--- src/logic/flash_host_defs.svh ---
// constants of the flash status polling and reset host controller
//
// Summary of operation
// - host reads whole byte twice; unchanged toggle means done, next read is data.
// - toggling after two reads: check timeout flag, if set re-test with two reads.
// - still toggling after timeout seen means failure; host writes the reset command.
// - host that leaves polling restarts the whole polling procedure on return.
// - after an erase timeout host issues reset before any new program or erase.
// - host reads erase-window flag before and after each added sector erase command.
// - sector protect needs elevated voltage on pins, then a write strobe pulse; the host has no sector protect operation.
// - host holds hardware reset 10 us during an algorithm, 500 ns otherwise.
`ifndef FLASH_HOST_DEFS_SVH
`define FLASH_HOST_DEFS_SVH

// ****************************************************************
// timing
// ****************************************************************
`define CLK_PERIOD_NS     40
`define CEIL_CYC(ns)      (((ns) + `CLK_PERIOD_NS - 1) / `CLK_PERIOD_NS)
`define AT_LEAST_1(c)     (((c) < 1) ? 1 : (c))
`define T_ACCESS_NS       120
`define ACCESS_CYC        `AT_LEAST_1(`CEIL_CYC(`T_ACCESS_NS))
`define T_WE_LOW_NS       50
`define WE_LOW_CYC        `AT_LEAST_1(`CEIL_CYC(`T_WE_LOW_NS))
`define RESET_WIDTH_BUSY_NS 10000
`define RESET_WIDTH_BUSY_CYC `AT_LEAST_1(`CEIL_CYC(`RESET_WIDTH_BUSY_NS))
`define RESET_WIDTH_IDLE_NS 500
`define RESET_WIDTH_IDLE_CYC `AT_LEAST_1(`CEIL_CYC(`RESET_WIDTH_IDLE_NS))
`define RESET_HIGH_BEFORE_READ_NS 0
`define RESET_HIGH_CYC    `AT_LEAST_1(`CEIL_CYC(`RESET_HIGH_BEFORE_READ_NS))
`define POLL_TRIES        16
`define RESET_CMD_BYTE    8'hF0

// ****************************************************************
// register map (word index on the avalon slave)
// ****************************************************************
`define REG_CTRL          3'h0
`define REG_ADDR          3'h1
`define REG_WDATA         3'h2
`define REG_STATUS        3'h3
`define REG_RDATA         3'h4

// ****************************************************************
// bit positions
// ****************************************************************
`define ST_BUSY           0
`define ST_POLL_OK        1
`define ST_POLL_FAIL      2
`define ST_POLL_PENDING   3
`define ST_EW_REJECTED    4
`define ST_ALGO_RUNNING   5
`define ST_REFUSED        6
`define POLLING_STATUS_BIT 7
`define ACTIVITY_TOGGLE_BIT 6
`define TIMEOUT_FLAG_BIT  5
`define ERASE_WINDOW_FLAG_BIT 3
`define ERASE_SECTOR_TOGGLE_BIT 2
`define LOWEST_DATA_BIT   0

`endif

--- src/logic/flash_host_pkg.sv ---
// types of the flash status polling host controller
package flash_host_pkg;

  typedef enum logic [2:0] {
    OP_NONE      = 3'b000,
    OP_READ      = 3'b001,
    OP_WRITE     = 3'b010,
    OP_POLL      = 3'b011,
    OP_RESET_CMD = 3'b100,
    OP_HW_RESET  = 3'b101,
    OP_ERASE_ADD = 3'b110
  } op_t;

  typedef enum logic [3:0] {
    S_IDLE    = 4'b0000,
    S_SINGLE  = 4'b0001,
    S_RD1     = 4'b0010,
    S_RD2     = 4'b0011,
    S_RD3     = 4'b0100,
    S_RD4     = 4'b0101,
    S_RST_CMD = 4'b0110,
    S_EW_RD1  = 4'b0111,
    S_EW_WR   = 4'b1000,
    S_EW_RD2  = 4'b1001,
    S_HRST    = 4'b1010,
    S_HRECOV  = 4'b1011
  } host_state_t;

  typedef enum logic [1:0] {
    C_IDLE   = 2'b00,
    C_SETUP  = 2'b01,
    C_STROBE = 2'b10,
    C_RECOV  = 2'b11
  } cyc_state_t;

  typedef struct packed {
    logic        ce_n;
    logic        oe_n;
    logic        we_n;
    logic [17:0] addr;
    logic [7:0]  dq_out;
    logic        dq_oe;
  } flash_bus_t;

endpackage : flash_host_pkg

--- src/logic/flash_bus_cycle.sv ---
// one read or write cycle on the flash pins
`timescale 1ns/1ps
`include "flash_host_defs.svh"
module flash_bus_cycle
  import flash_host_pkg::*;
#(
  parameter int ACC_CYC = `ACCESS_CYC,
  parameter int WE_CYC  = `WE_LOW_CYC
) (
  input  wire logic        clk_sys_i,
  input  wire logic        srst_i,
  input  wire logic        start_i,
  input  wire logic        write_i,
  input  wire logic [17:0] addr_i,
  input  wire logic [7:0]  wdata_i,
  input  wire logic [7:0]  dq_i,
  output logic             done_o,
  output logic [7:0]       rdata_o,
  output flash_bus_t       bus_o
);

  initial begin
    if (ACC_CYC < 1 || WE_CYC < 1 || ACC_CYC > 60 || WE_CYC > 60)
      $error("flash_bus_cycle: strobe counts out of range");
  end

  cyc_state_t cst;
  logic [5:0] cnt;
  logic       is_wr;
  logic [7:0] dq_meta;
  logic [7:0] dq_sync;

  // pin data crosses into the clock domain before anyone looks at it
  always_ff @(posedge clk_sys_i) begin
    dq_meta <= dq_i;
    dq_sync <= dq_meta;
  end

  // read holds oe low for access time plus the two synchroniser stages
  always_ff @(posedge clk_sys_i) begin
    if (srst_i) begin
      cst     <= C_IDLE;
      cnt     <= 6'h00;
      is_wr   <= 1'b0;
      done_o  <= 1'b0;
      rdata_o <= 8'h00;
      bus_o   <= '{ce_n: 1'b1, oe_n: 1'b1, we_n: 1'b1, addr: 18'h00000,
                   dq_out: 8'h00, dq_oe: 1'b0};
    end else begin
      done_o <= 1'b0;
      case (cst)
        C_IDLE: begin
          if (start_i) begin
            is_wr        <= write_i;
            bus_o.addr   <= addr_i;
            bus_o.dq_out <= wdata_i;
            bus_o.dq_oe  <= write_i;
            bus_o.ce_n   <= 1'b0;
            cst          <= C_SETUP;
          end
        end
        C_SETUP: begin
          // any programming spans the strobe's fall to its rise
          if (is_wr) begin
            bus_o.we_n <= 1'b0;
            cnt        <= 6'(WE_CYC - 1);
          end else begin
            bus_o.oe_n <= 1'b0;
            cnt        <= 6'(ACC_CYC + 1);
          end
          cst <= C_STROBE;
        end
        C_STROBE: begin
          if (cnt != 6'h00) begin
            cnt <= cnt - 6'h01;
          end else begin
            if (!is_wr)
              rdata_o <= dq_sync;
            bus_o.we_n <= 1'b1;
            bus_o.oe_n <= 1'b1;
            cst        <= C_RECOV;
          end
        end
        C_RECOV: begin
          // separate chip select pulse per cycle so each read is its own toggle event
          bus_o.ce_n  <= 1'b1;
          bus_o.dq_oe <= 1'b0;
          done_o      <= 1'b1;
          cst         <= C_IDLE;
        end
        default: cst <= C_IDLE;
      endcase
    end
  end
endmodule : flash_bus_cycle

--- src/logic/flash_host_ctrl.sv ---
// host controller: avalon slave that polls and resets an external flash
//
// Decided for this implementation: the address map and register access over Avalon-MM.
`timescale 1ns/1ps
`include "flash_host_defs.svh"
module flash_host_ctrl
  import flash_host_pkg::*;
#(
  parameter int POLL_TRIES = `POLL_TRIES,
  parameter int BUSY_CYC   = `RESET_WIDTH_BUSY_CYC,
  parameter int IDLE_CYC   = `RESET_WIDTH_IDLE_CYC,
  parameter int RH_CYC     = `RESET_HIGH_CYC
) (
  input  wire logic        clk_sys_i,
  input  wire logic        srst_i,
  input  wire logic [2:0]  avs_address_i,
  input  wire logic        avs_read_i,
  input  wire logic        avs_write_i,
  input  wire logic [31:0] avs_writedata_i,
  output logic [31:0]      avs_readdata_o,
  output logic             avs_waitrequest_o,
  input  wire logic [7:0]  flash_dq_i,
  output logic [7:0]       flash_dq_o,
  output logic             flash_dq_oe_o,
  output logic             flash_ce_n_o,
  output logic             flash_oe_n_o,
  output logic             flash_we_n_o,
  output logic [17:0]      flash_addr_o,
  output logic             flash_rst_n_o
);

  initial begin
    if (POLL_TRIES < 1 || POLL_TRIES > 255 || BUSY_CYC < 1 || BUSY_CYC > 65535
        || IDLE_CYC < 1 || IDLE_CYC > BUSY_CYC || RH_CYC < 1 || RH_CYC > 65535)
      $error("flash_host_ctrl: parameter out of range");
  end

  // ****************************************************************
  // avalon slave
  // ****************************************************************
  logic        ack;
  logic [17:0] addr_reg;
  logic [7:0]  wdata_reg;
  logic [7:0]  rdata_reg;
  logic        take_wr;
  logic        order;
  op_t         order_op;

  // one wait cycle per access gives a registered read path
  assign avs_waitrequest_o = (avs_read_i | avs_write_i) & ~ack;
  assign take_wr = avs_write_i & ack;
  assign order   = take_wr && (avs_address_i == `REG_CTRL);
  assign order_op = op_t'(avs_writedata_i[2:0]);

  always_ff @(posedge clk_sys_i) begin
    if (srst_i)
      ack <= 1'b0;
    else
      ack <= (avs_read_i | avs_write_i) & ~ack;
  end

  always_ff @(posedge clk_sys_i) begin
    if (srst_i) begin
      addr_reg  <= 18'h00000;
      wdata_reg <= 8'h00;
    end else if (take_wr) begin
      if (avs_address_i == `REG_ADDR)
        addr_reg <= avs_writedata_i[17:0];
      else if (avs_address_i == `REG_WDATA)
        wdata_reg <= avs_writedata_i[7:0];
    end
  end

  // ****************************************************************
  // sequencer state
  // ****************************************************************
  host_state_t st;
  logic        pend;
  logic        cyc_start;
  logic        cyc_write;
  logic [17:0] cyc_addr;
  logic [7:0]  cyc_wdata;
  logic        cyc_done;
  logic [7:0]  cyc_rdata;
  logic [7:0]  first_rd;
  logic [7:0]  tries;
  logic [15:0] hcnt;
  logic        poll_ok;
  logic        poll_fail;
  logic        poll_pending;
  logic        ew_rejected;
  logic        algo_running;
  logic        need_reset;
  logic        refused;
  logic        accept;
  logic        toggled;
  logic [31:0] status_word;
  logic        cyc_write_q;

  assign toggled = cyc_rdata[`ACTIVITY_TOGGLE_BIT] != first_rd[`ACTIVITY_TOGGLE_BIT];
  // no new program or erase order before the reset command
  assign accept = order && (st == S_IDLE) && !(need_reset &&
                  (order_op == OP_WRITE || order_op == OP_ERASE_ADD));

  always_comb begin
    cyc_write = 1'b0;
    cyc_addr  = addr_reg;
    cyc_wdata = wdata_reg;
    if (st == S_RST_CMD) begin
      cyc_write = 1'b1;
      cyc_wdata = `RESET_CMD_BYTE;
    end else if (st == S_EW_WR || (st == S_SINGLE && cyc_write_q)) begin
      cyc_write = 1'b1;
    end
  end

  always_ff @(posedge clk_sys_i) begin
    if (srst_i) begin
      st           <= S_IDLE;
      pend         <= 1'b0;
      cyc_start    <= 1'b0;
      cyc_write_q  <= 1'b0;
      first_rd     <= 8'h00;
      tries        <= 8'h00;
      hcnt         <= 16'h0000;
      poll_ok      <= 1'b0;
      poll_fail    <= 1'b0;
      poll_pending <= 1'b0;
      ew_rejected  <= 1'b0;
      algo_running <= 1'b0;
      need_reset   <= 1'b0;
      refused      <= 1'b0;
      rdata_reg    <= 8'h00;
      flash_rst_n_o <= 1'b1;
    end else begin
      cyc_start <= 1'b0;
      if (order && !accept)
        refused <= 1'b1;
      // launch one bus cycle per sequencer step, act when it finishes
      if (st != S_IDLE && st != S_HRST && st != S_HRECOV && !pend) begin
        cyc_start <= 1'b1;
        pend      <= 1'b1;
      end
      case (st)
        S_IDLE: begin
          if (accept) begin
            refused      <= 1'b0;
            poll_ok      <= 1'b0;
            poll_fail    <= 1'b0;
            poll_pending <= 1'b0;
            cyc_write_q  <= (order_op == OP_WRITE);
            case (order_op)
              OP_READ, OP_WRITE: st <= S_SINGLE;
              // each poll order starts again from the first read pair
              OP_POLL: begin
                tries <= 8'(POLL_TRIES);
                st    <= S_RD1;
              end
              OP_RESET_CMD: st <= S_RST_CMD;
              OP_ERASE_ADD: begin
                ew_rejected <= 1'b0;
                st          <= S_EW_RD1;
              end
              OP_HW_RESET: begin
                // longer pulse when an algorithm may be running
                hcnt <= algo_running ? 16'(BUSY_CYC) : 16'(IDLE_CYC);
                flash_rst_n_o <= 1'b0;
                st   <= S_HRST;
              end
              default: st <= S_IDLE;
            endcase
          end
        end
        S_SINGLE: begin
          if (pend && cyc_done) begin
            pend <= 1'b0;
            if (cyc_write_q)
              algo_running <= 1'b1;
            else
              rdata_reg <= cyc_rdata;
            st <= S_IDLE;
          end
        end
        S_RD1, S_RD3: begin
          if (pend && cyc_done) begin
            pend     <= 1'b0;
            first_rd <= cyc_rdata;
            st       <= (st == S_RD1) ? S_RD2 : S_RD4;
          end
        end
        S_RD2: begin
          if (pend && cyc_done) begin
            pend      <= 1'b0;
            rdata_reg <= cyc_rdata;
            // unchanged toggle across two reads means finished
            if (!toggled) begin
              poll_ok      <= 1'b1;
              algo_running <= 1'b0;
              st           <= S_IDLE;
            // timeout seen: test the toggle once more
            end else if (cyc_rdata[`TIMEOUT_FLAG_BIT]) begin
              st <= S_RD3;
            end else if (tries == 8'h01) begin
              poll_pending <= 1'b1;
              st           <= S_IDLE;
            end else begin
              tries <= tries - 8'h01;
              st    <= S_RD1;
            end
          end
        end
        S_RD4: begin
          if (pend && cyc_done) begin
            pend      <= 1'b0;
            rdata_reg <= cyc_rdata;
            if (!toggled) begin
              poll_ok      <= 1'b1;
              algo_running <= 1'b0;
              st           <= S_IDLE;
            end else begin
              // failed operation, put the device back to array reads
              poll_fail  <= 1'b1;
              need_reset <= 1'b1;
              st         <= S_RST_CMD;
            end
          end
        end
        S_RST_CMD: begin
          if (pend && cyc_done) begin
            pend         <= 1'b0;
            need_reset   <= 1'b0;
            algo_running <= 1'b0;
            st           <= S_IDLE;
          end
        end
        S_EW_RD1: begin
          if (pend && cyc_done) begin
            pend     <= 1'b0;
            first_rd <= cyc_rdata;
            st       <= S_EW_WR;
          end
        end
        S_EW_WR: begin
          if (pend && cyc_done) begin
            pend         <= 1'b0;
            algo_running <= 1'b1;
            st           <= S_EW_RD2;
          end
        end
        S_EW_RD2: begin
          if (pend && cyc_done) begin
            pend      <= 1'b0;
            rdata_reg <= cyc_rdata;
            // window closed on the second check: command may be lost
            ew_rejected <= cyc_rdata[`ERASE_WINDOW_FLAG_BIT];
            st          <= S_IDLE;
          end
        end
        S_HRST: begin
          if (hcnt == 16'h0001) begin
            flash_rst_n_o <= 1'b1;
            hcnt          <= 16'(RH_CYC);
            st            <= S_HRECOV;
          end else begin
            hcnt <= hcnt - 16'h0001;
          end
        end
        S_HRECOV: begin
          if (hcnt == 16'h0001) begin
            algo_running <= 1'b0;
            need_reset   <= 1'b0;
            st           <= S_IDLE;
          end else begin
            hcnt <= hcnt - 16'h0001;
          end
        end
        default: st <= S_IDLE;
      endcase
    end
  end

  // ****************************************************************
  // register read path
  // ****************************************************************
  always_comb begin
    status_word = 32'h00000000;
    status_word[`ST_BUSY]         = (st != S_IDLE);
    status_word[`ST_POLL_OK]      = poll_ok;
    status_word[`ST_POLL_FAIL]    = poll_fail;
    status_word[`ST_POLL_PENDING] = poll_pending;
    status_word[`ST_EW_REJECTED]  = ew_rejected;
    status_word[`ST_ALGO_RUNNING] = algo_running;
    status_word[`ST_REFUSED]      = refused;
  end

  always_ff @(posedge clk_sys_i) begin
    if (srst_i) begin
      avs_readdata_o <= 32'h00000000;
    end else if (avs_read_i && !ack) begin
      if (avs_address_i == `REG_ADDR)
        avs_readdata_o <= {14'h0000, addr_reg};
      else if (avs_address_i == `REG_WDATA)
        avs_readdata_o <= {24'h000000, wdata_reg};
      else if (avs_address_i == `REG_STATUS)
        avs_readdata_o <= status_word;
      else if (avs_address_i == `REG_RDATA)
        avs_readdata_o <= {24'h000000, rdata_reg};
      else
        avs_readdata_o <= 32'h00000000;
    end
  end

  // ****************************************************************
  // pin cycle engine
  // ****************************************************************
  flash_bus_t bus;

  flash_bus_cycle u_cycle (
    .clk_sys_i (clk_sys_i),
    .srst_i    (srst_i),
    .start_i   (cyc_start),
    .write_i   (cyc_write),
    .addr_i    (cyc_addr),
    .wdata_i   (cyc_wdata),
    .dq_i      (flash_dq_i),
    .done_o    (cyc_done),
    .rdata_o   (cyc_rdata),
    .bus_o     (bus)
  );

  assign flash_ce_n_o  = bus.ce_n;
  assign flash_oe_n_o  = bus.oe_n;
  assign flash_we_n_o  = bus.we_n;
  assign flash_addr_o  = bus.addr;
  assign flash_dq_o    = bus.dq_out;
  assign flash_dq_oe_o = bus.dq_oe;

  // ****************************************************************
  // checks
  // ****************************************************************
  logic [15:0] low_run;
  logic        low_busy;

  always_ff @(posedge clk_sys_i) begin
    if (srst_i || flash_rst_n_o) begin
      low_run  <= 16'h0000;
      low_busy <= algo_running;
    end else begin
      low_run <= low_run + 16'h0001;
    end
  end
endmodule : flash_host_ctrl

--- config.mk ---
export PLATFORM = sky130hd
export DESIGN_NAME = flash_host_ctrl
export DESIGN_NICKNAME = d
export VERILOG_FILES = /design/src/logic/flash_host_pkg.sv /design/src/logic/flash_bus_cycle.sv /design/src/logic/flash_host_ctrl.sv
export VERILOG_INCLUDE_DIRS = /design/src /design/src/logic
export SDC_FILE = /design/constraint.sdc
export NUM_CORES = 1
export LEC_CHECK = 0
export BUFFER_PORTS_ARGS = -buffer_cell sky130_fd_sc_hd__buf_2
export CAP_MARGIN = 0
export CELL_PAD_IN_SITES_DETAIL_PLACEMENT = 1
export CELL_PAD_IN_SITES_GLOBAL_PLACEMENT = 1
export CORE_MARGIN = 2
export CORE_UTILIZATION = 46
export CTS_CLUSTER_DIAMETER = 80
export DETAILED_ROUTE_END_ITERATION = 16
export GPL_TIMING_DRIVEN = 0
export PLACE_DENSITY = 0.81
export SETUP_SLACK_MARGIN = 0.15
export SYNTH_ARGS = -nofsm -noshare
export SYNTH_HDL_FRONTEND = slang
export SYNTH_SLANG_ARGS = --single-unit
--- constraint.sdc ---
create_clock -name clk_sys_i -period 6.02 [get_ports clk_sys_i]
set_clock_uncertainty 0.05 [all_clocks]
set_input_delay 1.204 -clock clk_sys_i [delete_from_list [all_inputs] [get_ports clk_sys_i]]
set_output_delay 1.204 -clock clk_sys_i [all_outputs]
set_load 0.01 [all_outputs]
==> results of run 1 <==
## worst max-delay path by stage
stage	start	endpoint	depth (start not counted)
after floorplan	avs_writedata_i[2]	hcnt[14]$_SDFFE_PP0P_	7
after global placement	avs_address_i[0]	hcnt[14]$_SDFFE_PP0P_	7
after detailed placement	avs_address_i[0]	hcnt[13]$_SDFFE_PP0P_	8
after CTS	avs_write_i	avs_waitrequest_o	4
after global routing	hcnt[0]$_SDFFE_PP0P_	hcnt[6]$_SDFFE_PP0P_	8
final	avs_address_i[0]	hcnt[13]$_SDFFE_PP0P_	8
## kinds of logic after synthesis
| logic type | after synthesis | synth area share |
|---|---|---|
| multiplexers | 34 | 0.0502 |
| flip-flops | 157 | 0.454 |
| adder cells (fa/ha/maj) | 10 | 0.0181 |
| other | 1 | 0.000541 |
| AO/OA/AOI/OAI | 207 | 0.191 |
| buffers and inverters | 85 | 0.0580 |
| AND/OR/NAND/NOR | 308 | 0.218 |
| XOR/XNOR | 8 | 0.0112 |
## stage by stage
stage / instances / hold WS, ns / area [um2] / util / worst slack [ns]
after CTS: 1119 / 0.276 / 8190 / 0.559 / 3.07
after floorplan: 823 / 0.260 / 6980 / - / 3.23
after global routing: 1120 / 0.278 / 8190 / 0.559 / 2.93
final: 1120 / 0.277 / 8190 / 0.559 / 3.04
after detailed placement: 1087 / 0.264 / 7610 / 0.520 / 2.67
after global placement: 1087 / 0.261 / 7610 / 0.520 / 2.73
## cells in the mapped netlist (5+ instances only)
| library cell | count | area, um2 |
|---|---|---|
| a21oi_1 | 87 | 435 |
| a31oi_1 | 5 | 31.3 |
| inv_1 | 22 | 82.6 |
| a211oi_1 | 6 | 45.0 |
| nand2_1 | 118 | 443 |
| o211ai_1 | 12 | 90.1 |
| or4_1 | 14 | 105 |
| buf_4 | 14 | 105 |
| o21ai_0 | 16 | 80.1 |
| a22oi_1 | 23 | 173 |
| buf_2 | 6 | 30.0 |
| nand4_1 | 6 | 37.5 |
| nor2b_1 | 7 | 43.8 |
| or3_1 | 13 | 81.3 |
| nand3_1 | 13 | 65.1 |
| nor2_1 | 76 | 285 |
| nand2b_1 | 11 | 68.8 |
| nor3_1 | 9 | 45.0 |
| clkbuf_1 | 34 | 128 |
| o32ai_1 | 6 | 52.6 |
| nor4_1 | 8 | 50.1 |
| xnor2_1 | 6 | 52.6 |
| o21ai_1 | 10 | 50.1 |
| ha_1 | 10 | 125 |
| mux2i_1 | 28 | 280 |
| dfxtp_1 | 157 | 3140 |
| and2_1 | 6 | 37.5 |
| mux2_2 | 6 | 67.6 |
| o31ai_1 | 13 | 97.6 |
## cell type report
class                           count  area (um2)  share of cell area
Clock inverter                     13         133              0.0162
Sequential cell                   157        3140               0.384
Tap cell                          184         230              0.0281
Clock buffer                       19         443              0.0541
Multi-Input combinational cell    581        3430               0.419
Timing Repair Buffer               80         400              0.0489
Buffer                             60         308              0.0376
Antenna cell                        1        2.50            0.000306
Inverter                           25        93.8              0.0115
## metal layers
metal / share of wire / vias up
li1: - / 3081
met1: 0.45 / 3238
met2: 0.48 / 192
met3: 0.044 / 43
met4: 0.026 / 0
met5: 0 / -
## power breakdown
group | switching [mW] | total, mW | internal (mW)
Sequential | 0.105 | 1.26 | 1.16
Combinational | 0.792 | 1.23 | 0.437
Clock | 0.464 | 1.06 | 0.591
==> impl_metrics.py, run 1 <==
metrics = {
    "outcome": {
        "outcome": "finished, final reports clean",
    },
    "global_route": {
        "grt_pass1_wl_mm": 35.5,
        "grt.overflow.total": 0,
        "grt_usage": 0.279,
        "use_met3": 0.0434,
        "antenna_found_initial": 1,
        "grt_pass1_vias": 6790,
        "grt_max_degree": 17,
        "met1_usage": 0.365,
        "grt_use_met2": 0.463,
        "grt_most_used_layer": "met2",
    },
    "layout": {
        "nets": 979,
        "areaGrowthSynthToFinish_pct": 18.1,
        "layout_commonest_cell": "dfxtp_1",
        "drive_gt1_frac": 0.169,
        "num-fill-cells": 1768,
        "final_cell_mix": "dfxtp_1 (157), nand2_1 (118), a21oi_1 (87)",
        "largest_reg_flops": 30,
    },
    "logic_synthesis": {
        "netlist_instances": 810,
        "synth_edf_count": 0,
        "yosysUniqueCellTypes": 67,
        "ys_seq_area_frac": 0.454,
        "yosys_warnings": 0,
        "syn_area_mm2": 0.00693,
        "syn_area_per_cell_um2": 8.56,
        "synthArstFlopShare": 0,
        "ys_seq_elements": 157,
        "synth_ff_type": "dfxtp_1",
    },
    "die": {
        "ioPinCount": 111,
        "fp.dieH_um": 127,
        "initial_core_util": 0.473,
        "die_w_um": 127,
        "std_cell_rows": 44,
        "core_region_area_mm2": 0.0146,
        "dieArea_mm2": 0.0161,
    },
    "worst_setup_path": {
        "slowest_stage": "o31ai_1",
        "path_class": "in2reg",
        "worstSetupStartpointType": "input port",
        "cp_num_buf_inv": 3,
        "r2r_cells": 8,
        "arrival_ns": 3.21,
        "crit-reg2reg-capture": "hcnt[5]$_SDFFE_PP0P_",
        "r2r-start": "hcnt[0]$_SDFFE_PP0P_",
        "cp_top_family": "compound AO/OA/AOI/OAI gates",
        "rrSetupSlack_ns": 3.18,
        "crit_top_cell": "buf_2",
        "critPathCaptureType": "flop",
        "crit_fanout": 10,
        "max_stage_delay_ns": 0.53,
        "path_cells": "buf_2 > nand3b_1 > o31ai_1 > o211ai_1 > buf_2 > buf_2 > o31ai_1 > a21oi_1",
        "crit_required_ns": 6.25,
    },
    "routing": {
        "firstDrtPassIters": 5,
        "antenna_left": 0,
        "drc": 0,
        "drt_iter0_markers": 533,
        "wirelength_mm": 22.0,
        "via_count": 6554,
        "wire_per_inst_um": 19.7,
        "vias_per_cell": 5.85,
    },
    "timing": {
        "period_minus_slack_ns": 2.98,
        "finalSetupTns_ns": 0,
        "fmax_mhz": 336,
        "relSlewSlack": 0.359,
        "drv_slew": 0,
        "setup_viol": 0,
        "worst_pin_slew_ns": 0.948,
        "hold_viol": 0,
        "rsz0062_at_grt": "no",
        "min_period_over_period": 0.495,
    },
    "clock_tree": {
        "post_cts_buffers": 0,
        "cts_tree": "yes",
        "cts.sinks": 157,
        "clockBufferDepth": 2,
        "clk_pin_slew_worst_paths_ns": 0.06,
        "root_buffer": "clkbuf_16",
        "htreeDepth": 4,
        "ctsHoldBuffers": 0,
        "cts_buffers": 17,
        "clkLatencyLatePin_ns": 0.43,
        "ctsResizeCount": 0,
    },
    "pwr": {
        "ir_drop_mv": 0.223,
        "finalPower_mw": 3.55,
        "power_density_mw_per_mm2": 433,
        "p_leak_nw": 3.29,
    },
    "min_path": {
        "holdPathStages": 0,
        "hold_path.startpoint": "u_cycle.dq_meta[0]$_DFF_P_",
        "hp-class": "reg2reg",
        "hold_path_end": "u_cycle.dq_sync[0]$_DFF_P_",
    },
    "placed_design": {
        "io_buffers": 80,
        "place.gp.congestion": 0.894,
        "dp_hpwl_mm": 16.3,
    },
    "flow_run": {
        "maxCapViolCount": 0,
    },
}
Power figures use the tool's default switching activity.
==> inputs of run 2 (changes only) <==
Settings changed: ABC_AREA set to 1, CORE_UTILIZATION 46 to 41, PLACE_DENSITY 0.81 to 0.76.
Clock period 6.02 ns to 2.8 ns, I/O delays scaled along.
==> run 2 against run 1 <==
  * Sequential power rose by 140%
  * Critical path depth fell by 1
  * Register-to-register slack got worse by 2.7 ns
  * First-iteration DRC count fell by 32%
  * Flip-flop and latch count did not move
  * Worst setup slack got worse by 2.6 ns
  * Combinational power rose by 150%
  * Cell area rose by 1.2%
  * Hold slack got worse by 0.10 ns
  * Power rose by 130%
  * Largest cell class unchanged
==> impl_metrics.py, run 2 <==
metrics = {
    "outcome": {
        "outcome": "finished, final reports clean",
    },
    "layout": {
        "drive_gt1_frac": 0.151,
        "finalNonFillerCells": 1324,
        "nets": 1148,
        "final_cell_mix": "nand2_1 (174), nor2_1 (159), dfxtp_1 (157)",
        "layout_commonest_cell": "nand2_1",
        "diodes": 0,
        "areaGrowthSynthToFinish_pct": 18.6,
        "ff_latch_area_mm2": 0.00314,
        "final_util": 0.498,
        "final_area_mm2": 0.00829,
        "multi_input_area_mm2": 0.00326,
        "num-fill-cells": 2194,
        "largest_reg_flops": 30,
    },
    "clock_tree": {
        "post_cts_buffers": 0,
        "cts_tree": "yes",
        "clkLatencyLatePin_ns": 0.43,
        "clk_pin_slew_worst_paths_ns": 0.07,
        "ctsResizeCount": 0,
        "ctsHoldBuffers": 0,
        "clockBufferDepth": 2,
        "cts.sinks": 157,
        "htreeDepth": 4,
        "cts_buffers": 17,
        "root_buffer": "clkbuf_16",
    },
    "die": {
        "dieArea_mm2": 0.0181,
        "std_cell_rows": 47,
        "die_w_um": 135,
        "fp.dieH_um": 135,
        "ioPinCount": 111,
        "initial_core_util": 0.420,
        "core_region_area_mm2": 0.0166,
    },
    "placed_design": {
        "io_buffers": 81,
        "dpl_cell_area_mm2": 0.00771,
        "dp_hpwl_mm": 16.2,
        "place_inst": 1292,
        "place.gp.congestion": 0.889,
    },
    "pwr": {
        "finalPower_mw": 8.30,
        "p_clk_frac": 0.273,
        "p_seq_frac": 0.359,
        "power_frac_comb": 0.368,
        "ir_drop_mv": 0.510,
        "power_switching_mw": 3.36,
        "p_int_mw": 4.94,
        "p_leak_nw": 3.76,
        "power_density_mw_per_mm2": 1000,
        "swShare": 0.405,
    },
    "logic_synthesis": {
        "syn_area_per_cell_um2": 7.14,
        "syn_area_mm2": 0.00698,
        "synth_most_common_cell": "nand2_1",
        "ys_seq_area_frac": 0.450,
        "synth_common_cells": "nand2_1 (174), nor2_1 (159), dfxtp_1 (157)",
        "synth_ff_type": "dfxtp_1",
        "yosys_warnings": 0,
        "yosysTopAreaCellShare": 0.450,
        "netlist_instances": 978,
        "synthArstFlopShare": 0,
        "yosysTopAreaCell": "dfxtp_1",
        "ys_seq_elements": 157,
        "synth_edf_count": 0,
        "yosysUniqueCellTypes": 43,
        "ys_top_cells_by_area": "dfxtp_1 (45%), nand2_1 (9.4%), nor2_1 (8.5%)",
    },
    "routing": {
        "drc": 0,
        "firstDrtPassIters": 4,
        "drt_iter0_markers": 365,
        "wirelength_mm": 21.8,
        "vias_per_cell": 5.11,
        "wire_per_inst_um": 16.5,
        "antenna_left": 0,
        "via_count": 6770,
    },
    "global_route": {
        "grt.overflow.total": 0,
        "grt_pass1_vias": 6830,
        "grt_pass1_wl_mm": 35.3,
        "grt_max_degree": 17,
        "antenna_found_initial": 0,
        "grt_usage": 0.248,
    },
    "worst_setup_path": {
        "worstSetupStartpointType": "flop",
        "crit_required_ns": 3.03,
        "crit_fanout": 10,
        "max_stage_delay_ns": 0.54,
        "path_class": "reg2reg",
        "arrival_ns": 2.59,
        "slowest_stage": "clkbuf_1",
        "rrSetupSlack_ns": 0.44,
        "r2r_cells": 7,
        "cp.depth": 7,
        "critPathCaptureType": "flop",
        "path_cells": "inv_1 > ha_1 > nand2_1 > inv_1 > clkbuf_1 > clkbuf_1 > a21oi_1",
        "cp_top_family": "buffers and inverters",
        "cp_num_buf_inv": 4,
    },
    "flow_run": {
        "maxCapViolCount": 0,
    },
    "timing": {
        "setup_viol": 0,
        "relSlewSlack": 0.469,
        "fmax_mhz": 424,
        "finalSetupTns_ns": 0,
        "hold_viol": 0,
        "min_period_over_period": 0.843,
        "rsz0062_at_grt": "no",
        "period_minus_slack_ns": 2.36,
        "drv_slew": 0,
        "worst_pin_slew_ns": 0.796,
    },
    "min_path": {
        "hp-class": "in2reg",
        "holdPathStages": 1,
    },
}
-- run 2: cell count changes in the layout (fill, tap and decap cells not counted), moves of 11 or more --
cell      change
mux2i_1      -28
nand2_1      +56
inv_1        +74
or4_1        -14
nand3_1      +33
clkbuf_1     -11
nor2_1       +83
o31ai_1      -13
nand2b_1     -11
a22oi_1      -23
or3_1        -13
o21ai_0      +87
-- run 2: final cells by class --
| type | instances | share of cell area |
|---|---|---|
| plain buffers | 44 | 0.0278 |
| clock buffers | 19 | 0.0535 |
| clock inverters | 13 | 0.0157 |
| inverters | 105 | 0.0479 |
| multi-input cells | 685 | 0.394 |
| flip-flops and latches | 157 | 0.379 |
| well taps | 220 | 0.0332 |
| repair buffers | 81 | 0.0489 |
-- run 2: worst paths after layout --
kind | to | startpoint
max reg2reg | u_cycle.bus_o[23]$_SDFFE_PP0P_ | u_cycle.cst[0]$_SDFFE_PP0P_
max | u_cycle.bus_o[23]$_SDFFE_PP0P_ | u_cycle.cst[0]$_SDFFE_PP0P_
min | u_cycle.dq_meta[7]$_DFF_P_ | flash_dq_i[7]
min reg2reg | u_cycle.dq_sync[3]$_DFF_P_ | u_cycle.dq_meta[3]$_DFF_P_
-- run 2: power by group through the flow --
stage	Sequential (mW)	Clock (mW)	Combinational [mW]
final	2.98	2.27	3.05
after global routing	3.02	2.39	3.50
after CTS	2.98	2.29	3.07
after detailed placement	3.02	0	3.04
after global placement	3.01	0	2.96
after floorplan	3.00	0	2.14
-- run 2: worst register-to-register path, cell delays in order, from the launching register on --
cell and delay [ns]:
dfxtp_1 0.33, inv_1 0.10, ha_1 0.21, nand2_1 0.19, inv_1 0.20, clkbuf_1 0.40
clkbuf_1 0.54, a21oi_1 0.19
-- run 2: cell families after synthesis --
kind of cell    Yosys count  share of synthesized area
flops                   157                      0.450
other cells               1                   0.000537
compound gates          225                      0.171
fa+ha+maj                10                     0.0179
buf+inv                 149                     0.0898
simple gates            426                      0.258
xor+xnor                 10                     0.0125
-- run 2: layer usage --
| layer | up-vias | wire length, um | GRT usage |
|---|---|---|---|
| met4 | 0 | 491 | 0.0772 |
| li1 | 3373 | - | - |
| met3 | 30 | 822 | 0.0417 |
| met2 | 133 | 10700 | 0.445 |
| met5 | - | 0 | 0 |
| met1 | 3234 | 9770 | 0.303 |
-- run 2: metrics by stage --
step / setup slack [ns] / hold WS, ns
detailed placement: 0.202 / 0.264
global route: 0.198 / 0.167
floorplan: 1.05 / 0.260
global placement: 0.202 / 0.261
CTS: 0.437 / 0.171
finish: 0.439 / 0.177
